**src/pkg/tcm_pkg.sv**
```systemverilog
// tcm_pkg: register map, field layout, codes and decode functions for the
// channel 1/2 mode configuration block.
// assumes a 32-bit apb slave and a 16-bit counter supplied from outside.
package tcm_pkg;

    // ==================================================================
    // register offsets (byte addresses)
    localparam logic [7:0]  ADDR_CTRL      = 8'h00;
    localparam logic [7:0]  ADDR_CMP1      = 8'h04;
    localparam logic [7:0]  ADDR_CMP2      = 8'h08;
    localparam logic [7:0]  ADDR_STAT      = 8'h0C;
    localparam logic [7:0]  ADDR_MODE      = 8'h18;

    // ==================================================================
    // reset values and field positions
    localparam logic [15:0] MODE_RESET     = 16'h0000;
    localparam logic [15:0] CTRL_RESET     = 16'h0000;
    localparam logic [15:0] CMP_RESET      = 16'h0000;
    localparam logic [15:0] CTRL_MASK      = 16'h0777;
    localparam int          CTRL_EN_BIT    = 0;
    localparam int          CTRL_POL_BIT   = 1;
    localparam int          CTRL_CPOL_BIT  = 2;
    localparam int          CTRL_STRIDE    = 4;
    localparam int          CTRL_LOCK_LSB  = 8;
    localparam int          CTRL_COMMUTATION_PRELOAD_CONTROL_BIT  = 10;
    localparam int          CFG_WIDTH      = 8;

    // ==================================================================
    // codes
    localparam logic [1:0]  DIR_OUTPUT     = 2'h0;
    localparam logic [1:0]  DIR_OWN        = 2'h1;
    localparam logic [1:0]  DIR_OTHER      = 2'h2;
    localparam logic [1:0]  DIR_TRIG       = 2'h3;
    localparam logic [2:0]  MODE_FROZEN    = 3'h0;
    localparam logic [2:0]  MODE_SET       = 3'h1;
    localparam logic [2:0]  MODE_CLEAR     = 3'h2;
    localparam logic [2:0]  MODE_TOGGLE    = 3'h3;
    localparam logic [2:0]  MODE_FORCE_LO  = 3'h4;
    localparam logic [2:0]  MODE_FORCE_HI  = 3'h5;
    localparam logic [2:0]  MODE_PWM1      = 3'h6;
    localparam logic [2:0]  MODE_PWM2      = 3'h7;
    localparam logic [1:0]  LOCK_FULL      = 2'h3;

    // one channel's byte of the mode register (output view)
    typedef struct packed {
        logic       clear_en;
        logic [2:0] mode;
        logic       preload_en;
        logic       fast_en;
        logic [1:0] dir;
    } tcm_cfg_t;

    // ==================================================================
    // decode functions
    function automatic logic [2:0] filt_div_log2(input logic [3:0] code);
        logic [2:0] r;
        r = 3'h0;
        if (code >= 4'hD) r = 3'h5;
        else if (code >= 4'hA) r = 3'h4;
        else if (code >= 4'h8) r = 3'h3;
        else if (code >= 4'h6) r = 3'h2;
        else if (code >= 4'h4) r = 3'h1;
        return r;
    endfunction : filt_div_log2

    function automatic logic [3:0] filt_len(input logic [3:0] code);
        logic [3:0] r;
        r = 4'h8;
        unique case (code)
            4'h0:                      r = 4'h1;
            4'h1:                      r = 4'h2;
            4'h2:                      r = 4'h4;
            4'h4, 4'h6, 4'h8, 4'hB, 4'hE: r = 4'h6;
            4'hA, 4'hD:                r = 4'h5;
            default:                   r = 4'h8;
        endcase
        return r;
    endfunction : filt_len

    function automatic tcm_cfg_t cfg_write(input tcm_cfg_t old_cfg, input tcm_cfg_t new_cfg,
                                           input logic chan_en, input logic locked);
        tcm_cfg_t r;
        r = new_cfg;
        if (chan_en) r.dir = old_cfg.dir;
        if (locked && old_cfg.dir == DIR_OUTPUT) begin
            r.mode       = old_cfg.mode;
            r.preload_en = old_cfg.preload_en;
        end
        return r;
    endfunction : cfg_write

endpackage : tcm_pkg

```
**src/rtl/tcm_top.sv**
```systemverilog
// tcm_top: capture/compare mode configuration for channels 1 and 2,
// with apb register access, output reference generation and input capture.
// assumes counter, direction, update, commutation and trigger come from
// timer logic on pclk; timer inputs are asynchronous pins.
`timescale 1ns/1ps

// How it works
// - ch1 direction 00 output; 01/10/11 capture from input one, input two, trigger.
// - ch2 direction in bits 9:8, inputs swapped versus channel 1.
// - direction field write ignored while that channel is enabled.
// - clear enable with high external trigger forces ch1 reference low.
// - frozen mode leaves the reference unchanged on compare match.
// - mode 001 drives reference high on match, mode 010 low.
// - mode 011 inverts reference on every match.
// - mode 100 holds reference low, mode 101 holds it high.
// - pwm1 high while below compare counting up, low while above counting down.
// - pwm2 is the inverse of pwm1 in both directions.
// - reference active high; main and complementary outputs apply own polarity.
// - lock level 3 on an output channel freezes mode and preload enable.
// - pwm reference moves only on comparison change, leaving frozen mode, external clear or fast enable trigger edge.
// - output mode preloaded; with commutation preload, applied only on commutation.
// - preload off writes compare at once; on, update event moves preload copy.
// - fast enable in pwm makes a trigger edge act as match within 3 cycles.
// - filter validates transition after n agreeing samples; code 0000 unfiltered.
// - filter code picks sampling divider and sample count n.
// - capture prescaler captures every 1, 2, 4 or 8 detected edges.
// - prescaler count cleared while the channel enable bit is zero.
module tcm_top (
    input  wire logic        pclk,
    input  wire logic        presetn,
    input  wire logic        psel,
    input  wire logic        penable,
    input  wire logic        pwrite,
    input  wire logic [7:0]  paddr,
    input  wire logic [31:0] pwdata,
    output logic      [31:0] prdata,
    output logic             pready,
    output logic             pslverr,
    input  wire logic [15:0] timer_counter,
    input  wire logic        count_down,
    input  wire logic        update_event,
    input  wire logic        commutation_event,
    input  wire logic        trigger_edge,
    input  wire logic        filtered_external_trigger,
    input  wire logic        internal_trigger_signal,
    input  wire logic        timer_input_one,
    input  wire logic        timer_input_two,
    output logic             ch1_main_output,
    output logic             ch1_complementary_output,
    output logic             ch2_main_output,
    output logic             ch2_complementary_output,
    output logic             ch1_capture_event,
    output logic             ch2_capture_event
);
    import tcm_pkg::*;

    // ==================================================================
    // register state
    logic [31:0]    prdata_reg;
    logic           pready_reg;
    logic           pslverr_reg;
    logic [15:0]    ctrl_reg;
    tcm_cfg_t       cfg_reg      [2];
    logic [15:0]    ccr_pre_reg  [2];
    logic [15:0]    ccr_act_reg  [2];
    logic [2:0]     act_mode_reg [2];
    logic [2:0]     mode_prev_reg[2];
    logic [1:0]     ref_reg;
    logic [1:0]     base_prev_reg;
    logic [1:0]     main_reg;
    logic [1:0]     comp_reg;
    logic [1:0]     cap_evt_reg;
    logic [1:0]     cap_prev_reg;
    logic [2:0]     psc_cnt_reg  [2];
    logic [1:0]     ti_meta_reg;
    logic [1:0]     ti_sync_reg;
    logic [1:0]     filt;
    logic           setup;
    logic           wr_en;
    logic           mode_wr;
    logic [1:0]     cmp_wr;
    logic [1:0]     ch_en;
    logic [1:0]     ch_pol;
    logic [1:0]     ch_cpol;
    logic [1:0]     clr;
    logic [1:0]     is_out;
    logic [1:0]     match;
    logic [1:0]     base_lvl;
    logic [1:0]     cap_sig;
    logic           locked;

    function automatic logic addr_mapped(input logic [7:0] a);
        return a == ADDR_CTRL || a == ADDR_CMP1 || a == ADDR_CMP2 || a == ADDR_STAT || a == ADDR_MODE;
    endfunction : addr_mapped

    // ==================================================================
    // apb slave: one access cycle, no wait states
    assign setup   = psel & ~penable & ~pready_reg;
    assign wr_en   = psel & penable & pready_reg & pwrite & ~pslverr_reg;
    assign mode_wr = wr_en & (paddr == ADDR_MODE);
    assign cmp_wr  = {wr_en & (paddr == ADDR_CMP2), wr_en & (paddr == ADDR_CMP1)};
    assign locked  = ctrl_reg[CTRL_LOCK_LSB +: 2] == LOCK_FULL;

    always_ff @(posedge pclk or negedge presetn) begin
        if (!presetn) begin
            pready_reg  <= 1'b0;
            pslverr_reg <= 1'b0;
            prdata_reg  <= 32'h0000_0000;
        end else begin
            pready_reg <= setup;
            if (setup) begin
                pslverr_reg <= ~addr_mapped(paddr);
                unique case (paddr)
                    ADDR_CTRL: prdata_reg <= {16'h0000, ctrl_reg};
                    ADDR_CMP1: prdata_reg <= {16'h0000, ccr_pre_reg[0]};
                    ADDR_CMP2: prdata_reg <= {16'h0000, ccr_pre_reg[1]};
                    ADDR_STAT: prdata_reg <= {21'h000000, act_mode_reg[1], 1'b0,
                                              act_mode_reg[0], 2'h0, ref_reg};
                    ADDR_MODE: prdata_reg <= {16'h0000, cfg_reg[1], cfg_reg[0]};
                    default:   prdata_reg <= 32'h0000_0000;
                endcase
            end else begin
                pslverr_reg <= 1'b0;
            end
        end
    end

    always_ff @(posedge pclk or negedge presetn) begin
        if (!presetn) begin
            ctrl_reg <= CTRL_RESET;
        end else if (wr_en && paddr == ADDR_CTRL) begin
            ctrl_reg <= pwdata[15:0] & CTRL_MASK;
        end
    end

    assign prdata  = prdata_reg;
    assign pready  = pready_reg;
    assign pslverr = pslverr_reg;

    // ==================================================================
    // timer input synchronisers
    always_ff @(posedge pclk or negedge presetn) begin
        if (!presetn) begin
            ti_meta_reg <= 2'h0;
            ti_sync_reg <= 2'h0;
        end else begin
            ti_meta_reg <= {timer_input_two, timer_input_one};
            ti_sync_reg <= ti_meta_reg;
        end
    end

    // ==================================================================
    // per-channel logic, channel 2 mirrors channel 1
    for (genvar i = 0; i < 2; i++) begin : g_ch
        assign ch_en[i]    = ctrl_reg[CTRL_EN_BIT + i * CTRL_STRIDE];
        assign ch_pol[i]   = ctrl_reg[CTRL_POL_BIT + i * CTRL_STRIDE];
        assign ch_cpol[i]  = ctrl_reg[CTRL_CPOL_BIT + i * CTRL_STRIDE];
        assign is_out[i]   = cfg_reg[i].dir == DIR_OUTPUT;
        assign clr[i]      = cfg_reg[i].clear_en & filtered_external_trigger;
        assign match[i]    = timer_counter == ccr_act_reg[i];
        assign base_lvl[i] = count_down ? (timer_counter <= ccr_act_reg[i])
                                        : (timer_counter < ccr_act_reg[i]);

        tcm_input_filter u_filt (
            .pclk        (pclk),
            .presetn     (presetn),
            .sample_in   (ti_sync_reg[i]),
            .filter_code ({cfg_reg[i].clear_en, cfg_reg[i].mode}),
            .filtered    (filt[i])
        );

        // mode field write with direction and lock guards
        always_ff @(posedge pclk or negedge presetn) begin
            if (!presetn) begin
                cfg_reg[i] <= tcm_cfg_t'(MODE_RESET[CFG_WIDTH-1:0]);
            end else if (mode_wr) begin
                cfg_reg[i] <= cfg_write(cfg_reg[i], tcm_cfg_t'(pwdata[i*CFG_WIDTH +: CFG_WIDTH]),
                                        ch_en[i], locked);
            end
        end

        // active output mode
        always_ff @(posedge pclk or negedge presetn) begin
            if (!presetn) begin
                act_mode_reg[i]  <= MODE_FROZEN;
                mode_prev_reg[i] <= MODE_FROZEN;
            end else begin
                mode_prev_reg[i] <= act_mode_reg[i];
                if (!ctrl_reg[CTRL_COMMUTATION_PRELOAD_CONTROL_BIT] || commutation_event) begin
                    act_mode_reg[i] <= cfg_reg[i].mode;
                end
            end
        end

        // compare value, preload and active copies
        always_ff @(posedge pclk or negedge presetn) begin
            if (!presetn) begin
                ccr_pre_reg[i] <= CMP_RESET;
                ccr_act_reg[i] <= CMP_RESET;
            end else if (cmp_wr[i]) begin
                ccr_pre_reg[i] <= pwdata[15:0];
                if (!cfg_reg[i].preload_en) begin
                    ccr_act_reg[i] <= pwdata[15:0];
                end
            end else if (cfg_reg[i].preload_en && update_event) begin
                ccr_act_reg[i] <= ccr_pre_reg[i];
            end
        end

        // output reference
        always_ff @(posedge pclk or negedge presetn) begin
            if (!presetn) begin
                ref_reg[i]       <= 1'b0;
                base_prev_reg[i] <= 1'b0;
            end else begin
                base_prev_reg[i] <= base_lvl[i];
                if (!is_out[i]) begin
                    ref_reg[i] <= ref_reg[i];
                end else if (clr[i]) begin
                    ref_reg[i] <= 1'b0;
                end else if (cfg_reg[i].fast_en && act_mode_reg[i][2:1] == 2'h3 && trigger_edge) begin
                    ref_reg[i] <= act_mode_reg[i] == MODE_PWM2;
                end else begin
                    unique case (act_mode_reg[i])
                        MODE_FROZEN:   ref_reg[i] <= ref_reg[i];
                        MODE_SET:      ref_reg[i] <= match[i] | ref_reg[i];
                        MODE_CLEAR:    ref_reg[i] <= ~match[i] & ref_reg[i];
                        MODE_TOGGLE:   ref_reg[i] <= match[i] ^ ref_reg[i];
                        MODE_FORCE_LO: ref_reg[i] <= 1'b0;
                        MODE_FORCE_HI: ref_reg[i] <= 1'b1;
                        MODE_PWM1, MODE_PWM2: begin
                            if (base_lvl[i] != base_prev_reg[i] || mode_prev_reg[i] == MODE_FROZEN) begin
                                ref_reg[i] <= base_lvl[i] ^ act_mode_reg[i][0];
                            end
                        end
                    endcase
                end
            end
        end

        // main and complementary outputs
        always_ff @(posedge pclk or negedge presetn) begin
            if (!presetn) begin
                main_reg[i] <= 1'b0;
                comp_reg[i] <= 1'b0;
            end else if (ch_en[i] && is_out[i]) begin
                main_reg[i] <= ref_reg[i] ^ ch_pol[i];
                comp_reg[i] <= ~ref_reg[i] ^ ch_cpol[i];
            end else begin
                main_reg[i] <= ch_pol[i];
                comp_reg[i] <= ch_cpol[i];
            end
        end

        // capture source and edge prescaler
        always_comb begin
            unique case (cfg_reg[i].dir)
                DIR_OWN:   cap_sig[i] = filt[i] ^ ch_pol[i];
                DIR_OTHER: cap_sig[i] = filt[1-i] ^ ch_pol[i];
                DIR_TRIG:  cap_sig[i] = internal_trigger_signal ^ ch_pol[i];
                DIR_OUTPUT: cap_sig[i] = 1'b0;
            endcase
        end

        always_ff @(posedge pclk or negedge presetn) begin
            if (!presetn) begin
                cap_prev_reg[i] <= 1'b0;
                psc_cnt_reg[i]  <= 3'h0;
                cap_evt_reg[i]  <= 1'b0;
            end else begin
                cap_prev_reg[i] <= cap_sig[i];
                cap_evt_reg[i]  <= 1'b0;
                if (!ch_en[i]) begin
                    psc_cnt_reg[i] <= 3'h0;
                end else if (!is_out[i] && cap_sig[i] && !cap_prev_reg[i]) begin
                    if (psc_cnt_reg[i] == 3'((4'h1 << {cfg_reg[i].preload_en, cfg_reg[i].fast_en}) - 4'h1)) begin
                        psc_cnt_reg[i] <= 3'h0;
                        cap_evt_reg[i] <= 1'b1;
                    end else begin
                        psc_cnt_reg[i] <= psc_cnt_reg[i] + 3'h1;
                    end
                end
            end
        end
    end

    assign ch1_main_output          = main_reg[0];
    assign ch2_main_output          = main_reg[1];
    assign ch1_complementary_output = comp_reg[0];
    assign ch2_complementary_output = comp_reg[1];
    assign ch1_capture_event        = cap_evt_reg[0];
    assign ch2_capture_event        = cap_evt_reg[1];
endmodule : tcm_top

```
**src/rtl/tcm_input_filter.sv**
```systemverilog
// tcm_input_filter: digital filter for one timer input.
// assumes the input is already synchronised to pclk; sampling clock = pclk divided by 1 to 32 per filter code.
`timescale 1ns/1ps
module tcm_input_filter (
    input  wire logic       pclk,
    input  wire logic       presetn,
    input  wire logic       sample_in,
    input  wire logic [3:0] filter_code,
    output logic            filtered
);
    import tcm_pkg::*;

    // ==================================================================
    // sampling divider
    logic [4:0] div_cnt_reg;
    logic [4:0] div_lim;
    logic [3:0] agree_cnt_reg;
    logic [3:0] len;
    logic       filt_reg;
    logic       tick;

    assign div_lim = 5'((6'h01 << filt_div_log2(filter_code)) - 6'h01);
    assign len     = filt_len(filter_code);
    assign tick    = div_cnt_reg >= div_lim;

    always_ff @(posedge pclk or negedge presetn) begin
        if (!presetn) begin
            div_cnt_reg <= 5'h00;
        end else if (tick) begin
            div_cnt_reg <= 5'h00;
        end else begin
            div_cnt_reg <= div_cnt_reg + 5'h01;
        end
    end

    // ==================================================================
    // event counter: n differing samples in a row validate a transition
    always_ff @(posedge pclk or negedge presetn) begin
        if (!presetn) begin
            filt_reg      <= 1'b0;
            agree_cnt_reg <= 4'h0;
        end else if (filter_code == 4'h0) begin
            filt_reg      <= sample_in;
            agree_cnt_reg <= 4'h0;
        end else if (tick) begin
            if (sample_in == filt_reg) begin
                agree_cnt_reg <= 4'h0;
            end else if (agree_cnt_reg == len - 4'h1) begin
                filt_reg      <= sample_in;
                agree_cnt_reg <= 4'h0;
            end else begin
                agree_cnt_reg <= agree_cnt_reg + 4'h1;
            end
        end
    end

    assign filtered = filt_reg;

endmodule : tcm_input_filter

```
**config.mk**
```make
export PLATFORM = sky130hd
export DESIGN_NAME = tcm_top
export DESIGN_NICKNAME = d
export VERILOG_FILES = /design/src/pkg/tcm_pkg.sv /design/src/rtl/tcm_top.sv /design/src/rtl/tcm_input_filter.sv
export SDC_FILE = /design/constraint.sdc
export NUM_CORES = 1
export LEC_CHECK = 0
export ABC_AREA = 0
export BUFFER_PORTS_ARGS = -buffer_cell sky130_fd_sc_hd__buf_2
export CAP_MARGIN = 20
export CELL_PAD_IN_SITES_DETAIL_PLACEMENT = 0
export CELL_PAD_IN_SITES_GLOBAL_PLACEMENT = 1
export CORE_MARGIN = 1
export CORE_UTILIZATION = 48
export CTS_BUF_LIST = sky130_fd_sc_hd__clkbuf_4 sky130_fd_sc_hd__clkbuf_8
export DETAILED_ROUTE_END_ITERATION = 10
export GPL_ROUTABILITY_DRIVEN = 0
export PLACE_DENSITY = 0.9
export SYNTH_ARGS = -nofsm -noshare
export SYNTH_HDL_FRONTEND = slang
export SYNTH_HIERARCHICAL = 1
export SYNTH_SLANG_ARGS = --single-unit
export TNS_END_PERCENT = 10
```
**constraint.sdc**
```tcl
create_clock -name pclk -period 3.11 [get_ports pclk]
set_input_delay 0.4665 -clock pclk [delete_from_list [all_inputs] [get_ports pclk]]
set_output_delay 0.4665 -clock pclk [all_outputs]
set_load 0.1 [all_outputs]
```
==> flow_metrics.env <==
export IMPL_avgRoutedWirePerCell_um=17.5
export IMPL_num_fill_cells=1752
export IMPL_p_int_uw=3090
export IMPL_vias_per_cell=5.58
export IMPL_grt_pass1_wl_um=35900
export IMPL_clk_pin_slew_ns=0.10
export IMPL_max_freq_mhz=340
export IMPL_slew_headroom_pct=44.6
export IMPL_yosysWarnings=6
export IMPL_clock_sinks=161
export IMPL_antenna_found_initial=0
export IMPL_cts_tree="yes"
export IMPL_p_seq_share_pct=48.3
export IMPL_maxCapViolCount=0
export IMPL_cp_end_kind="flip-flop"
export IMPL_period_needed_ns=2.94
export IMPL_cts_resized=0
export IMPL_synth_cells=933
export IMPL_synth_edf_count=0
export IMPL_drt_initial_drc_count=514
export IMPL_cts_setup_buffers=0
export IMPL_place_ws_ns=0.168
export IMPL_finalHoldViolCount=0
export IMPL_finalWorstSetupSlack_ns=0.171
export IMPL_post_route_period_util_pct=94.5
export IMPL_cts_buffers=17
export IMPL_fp_row_count=51
export IMPL_power_frac_clock_pct=35.1
export IMPL_floorplan_die_area_um2=20400
export IMPL_ios=109
export IMPL_slew_viol_final=0
export IMPL_synth_top_area_share_pct=42.3
export IMPL_dr_pass1_iters=5
export IMPL_drt_total_wl_um=22600
export IMPL_grt_use_total_pct=23.2
export IMPL_synth_distinct_cells=60
export IMPL_drc=0
export IMPL_cts_root_buf="clkbuf_8"
export IMPL_crit_path_start_kind="flip-flop"
export IMPL_die_w_um=143
export IMPL_combinationalPowerShare_pct=16.7
export IMPL_outcome="complete, no violations"
export IMPL_vdd_drop_max_uv=340
export IMPL_vias=7185
export IMPL_synth_flop_cell="dfrtp_1"
export IMPL_grt_pass1_vias=6726
export IMPL_min_path_type="primary input to async pin"
export IMPL_r2r_start="cfg_reg[4]"
export IMPL_overflow=0
export IMPL_clock_latency_ns=0.47
export IMPL_die_y_um=143
export IMPL_syn_cell_area_um2=9530
export IMPL_dp_hpwl_um=16600
export IMPL_grt_max_degree=90
export IMPL_cts_max_level=4
export IMPL_yosys_area_top_type="dfrtp_1"
export IMPL_crit_fanout=7
export IMPL_power_switching_uw=1510
export IMPL_drive_gt1_share_pct=18.0
export IMPL_finalSetupTns_ns=0
export IMPL_initial_core_util_pct=49.0
export IMPL_synth_seq_area_share_pct=42.3
export IMPL_path_class="flip-flop to flip-flop"
export IMPL_async_reset_ff_share_pct=100
export IMPL_cp_data_required_time_ns=3.47
export IMPL_holdBufCountCts=0
export IMPL_cts_max_path_buffers=2
export IMPL_yosys_top_cells_area="dfrtp_1, ha_1, mux2i_1, mux2_2, a21oi_1"
export IMPL_rsz0062_at_grt="no"
export IMPL_finalSetupViolCount=0
export IMPL_worst_pin_slew_ns=0.831
export IMPL_diodes=0
export IMPL_coreArea_um2=19500
export IMPL_nets=1148
export IMPL_powerDensity_nw_per_um2=434
export IMPL_syn_avg_cell_area_um2=10.2
export IMPL_crit_start="cfg_reg[4]"
export IMPL_ys_seq_elements=161
export IMPL_numPortBuffers=76
export IMPL_area_growth_pct=11.2
export IMPL_finalClockSkew_ns=0.0162
export IMPL_power_leakage_uw=0.00547
export IMPL_p_sw_share_pct=32.8
export IMPL_ant_nets=0
export IMPL_arrival_ns=3.30
[area by class of cell]
| type | count | area [um2] | share of cell area (%) |
|---|---|---|---|
| clock inverters | 14 | 166 | 1.57 |
| well taps | 265 | 332 | 3.13 |
| clock buffers | 17 | 234 | 2.21 |
| repair buffers | 100 | 592 | 5.58 |
| inverters | 59 | 221 | 2.09 |
| flip-flops and latches | 161 | 4030 | 38.0 |
| multi-input cells | 672 | 5030 | 47.4 |
[synth_stat cells, types with 4 or more instances]
cell type,n
a31oi_1,5
and3_1,25
and2_1,17
xor2_1,24
ha_1,68
nand2b_1,7
mux2i_1,54
xnor2_1,12
buf_6,5
o21ai_0,32
a22oi_1,20
nor2_1,53
buf_1,4
a21oi_1,75
clkbuf_1,29
o31ai_1,4
a211oi_1,37
buf_4,17
inv_1,59
nand3_1,11
nand4_1,8
nand2_1,63
a21o_1,34
mux2_1,5
mux2_2,38
nor2b_1,6
mux4_1,4
o211ai_1,5
nor3_1,5
dfrtp_1,161
nand3b_1,4
[cell usage in the layout (no fill, tap or decap), types with 8 or more instances in the layout]
cell type,n
dfrtp_1,161
a21oi_1,75
buf_2,75
ha_1,68
nand2_1,63
inv_1,59
mux2i_1,54
nor2_1,53
mux2_2,38
a211oi_1,37
a21o_1,34
o21ai_0,32
and3_1,25
xor2_1,24
buf_4,22
a22oi_1,20
and2_1,17
clkbuf_8,17
conb_1,16
xnor2_1,12
nand3_1,11
nand4_1,8
[kinds of logic after synthesis]
logic type,Yosys count,share of synthesized area [%]
multiplexers,103,12.3
buffers and inverters,115,5.60
AND/OR/NAND/NOR,219,12.1
flip-flops,161,42.3
other,1,0.0393
XOR/XNOR,36,3.31
adder cells (fa/ha/maj),68,8.93
AO/OA/AOI/OAI,230,15.4
[stage by stage]
| stage | hold slack [ns] | instance area, um2 | utilization [%] | instances | total power (uW) |
|---|---|---|---|---|---|
| floorplan | 0.171 | 9590 | - | 948 | 2830 |
| global placement | 0.339 | 10200 | 52.4 | 1256 | 3020 |
| detailed placement | 0.346 | 10200 | 52.4 | 1256 | 3030 |
| CTS | 0.0878 | 10600 | 54.4 | 1287 | 4630 |
| global route | 0.0915 | 10600 | 54.5 | 1288 | 4770 |
| finish | 0.0656 | 10600 | 54.5 | 1288 | 4600 |
[final timing paths]
kind / end / slack (ns) / cells past startpoint
setup / recovery: g_ch[1].u_filt/filtered / 0.17 / 10
hold / removal: ti_meta_reg[1] / 0.07 / 1
setup reg to reg: g_ch[1].u_filt/filtered / 0.17 / 10
hold reg to reg: ti_sync_reg[1] / 0.36 / 0
max in group asynchronous: ccr_pre_reg[20] / 2.33 / 2
min in group pclk: ti_meta_reg[1] / 0.11 / 1
[per-layer routing]
layer,global-route usage (%),wire (um),vias to the layer above
met2,36.3,10600,184
met1,32.8,10600,3514
met3,4.36,1090,22
li1,-,-,3465
met4,6.40,308,0
met5,0,0,-
[power groups by stage]
stage | sequential (uW) | combinational (uW) | clock (uW)
after CTS | 2220 | 772 | 1640
after global routing | 2230 | 829 | 1710
after detailed placement | 2260 | 770 | 0
after floorplan | 2490 | 342 | 0
after global placement | 2260 | 759 | 0
final | 2220 | 767 | 1610
[worst max-delay path, stage by stage (launching register included)]
cell     delay, ns
dfrtp_1       0.46
inv_1         0.12
ha_1          0.34
mux4_1        0.55
ha_1          0.30
xor2_1        0.15
o21ai_0       0.09
a21oi_1       0.17
nand3_1       0.12
o21ai_1       0.18
mux2_1        0.33
Note: power is estimated with default switching activity, not from simulation.
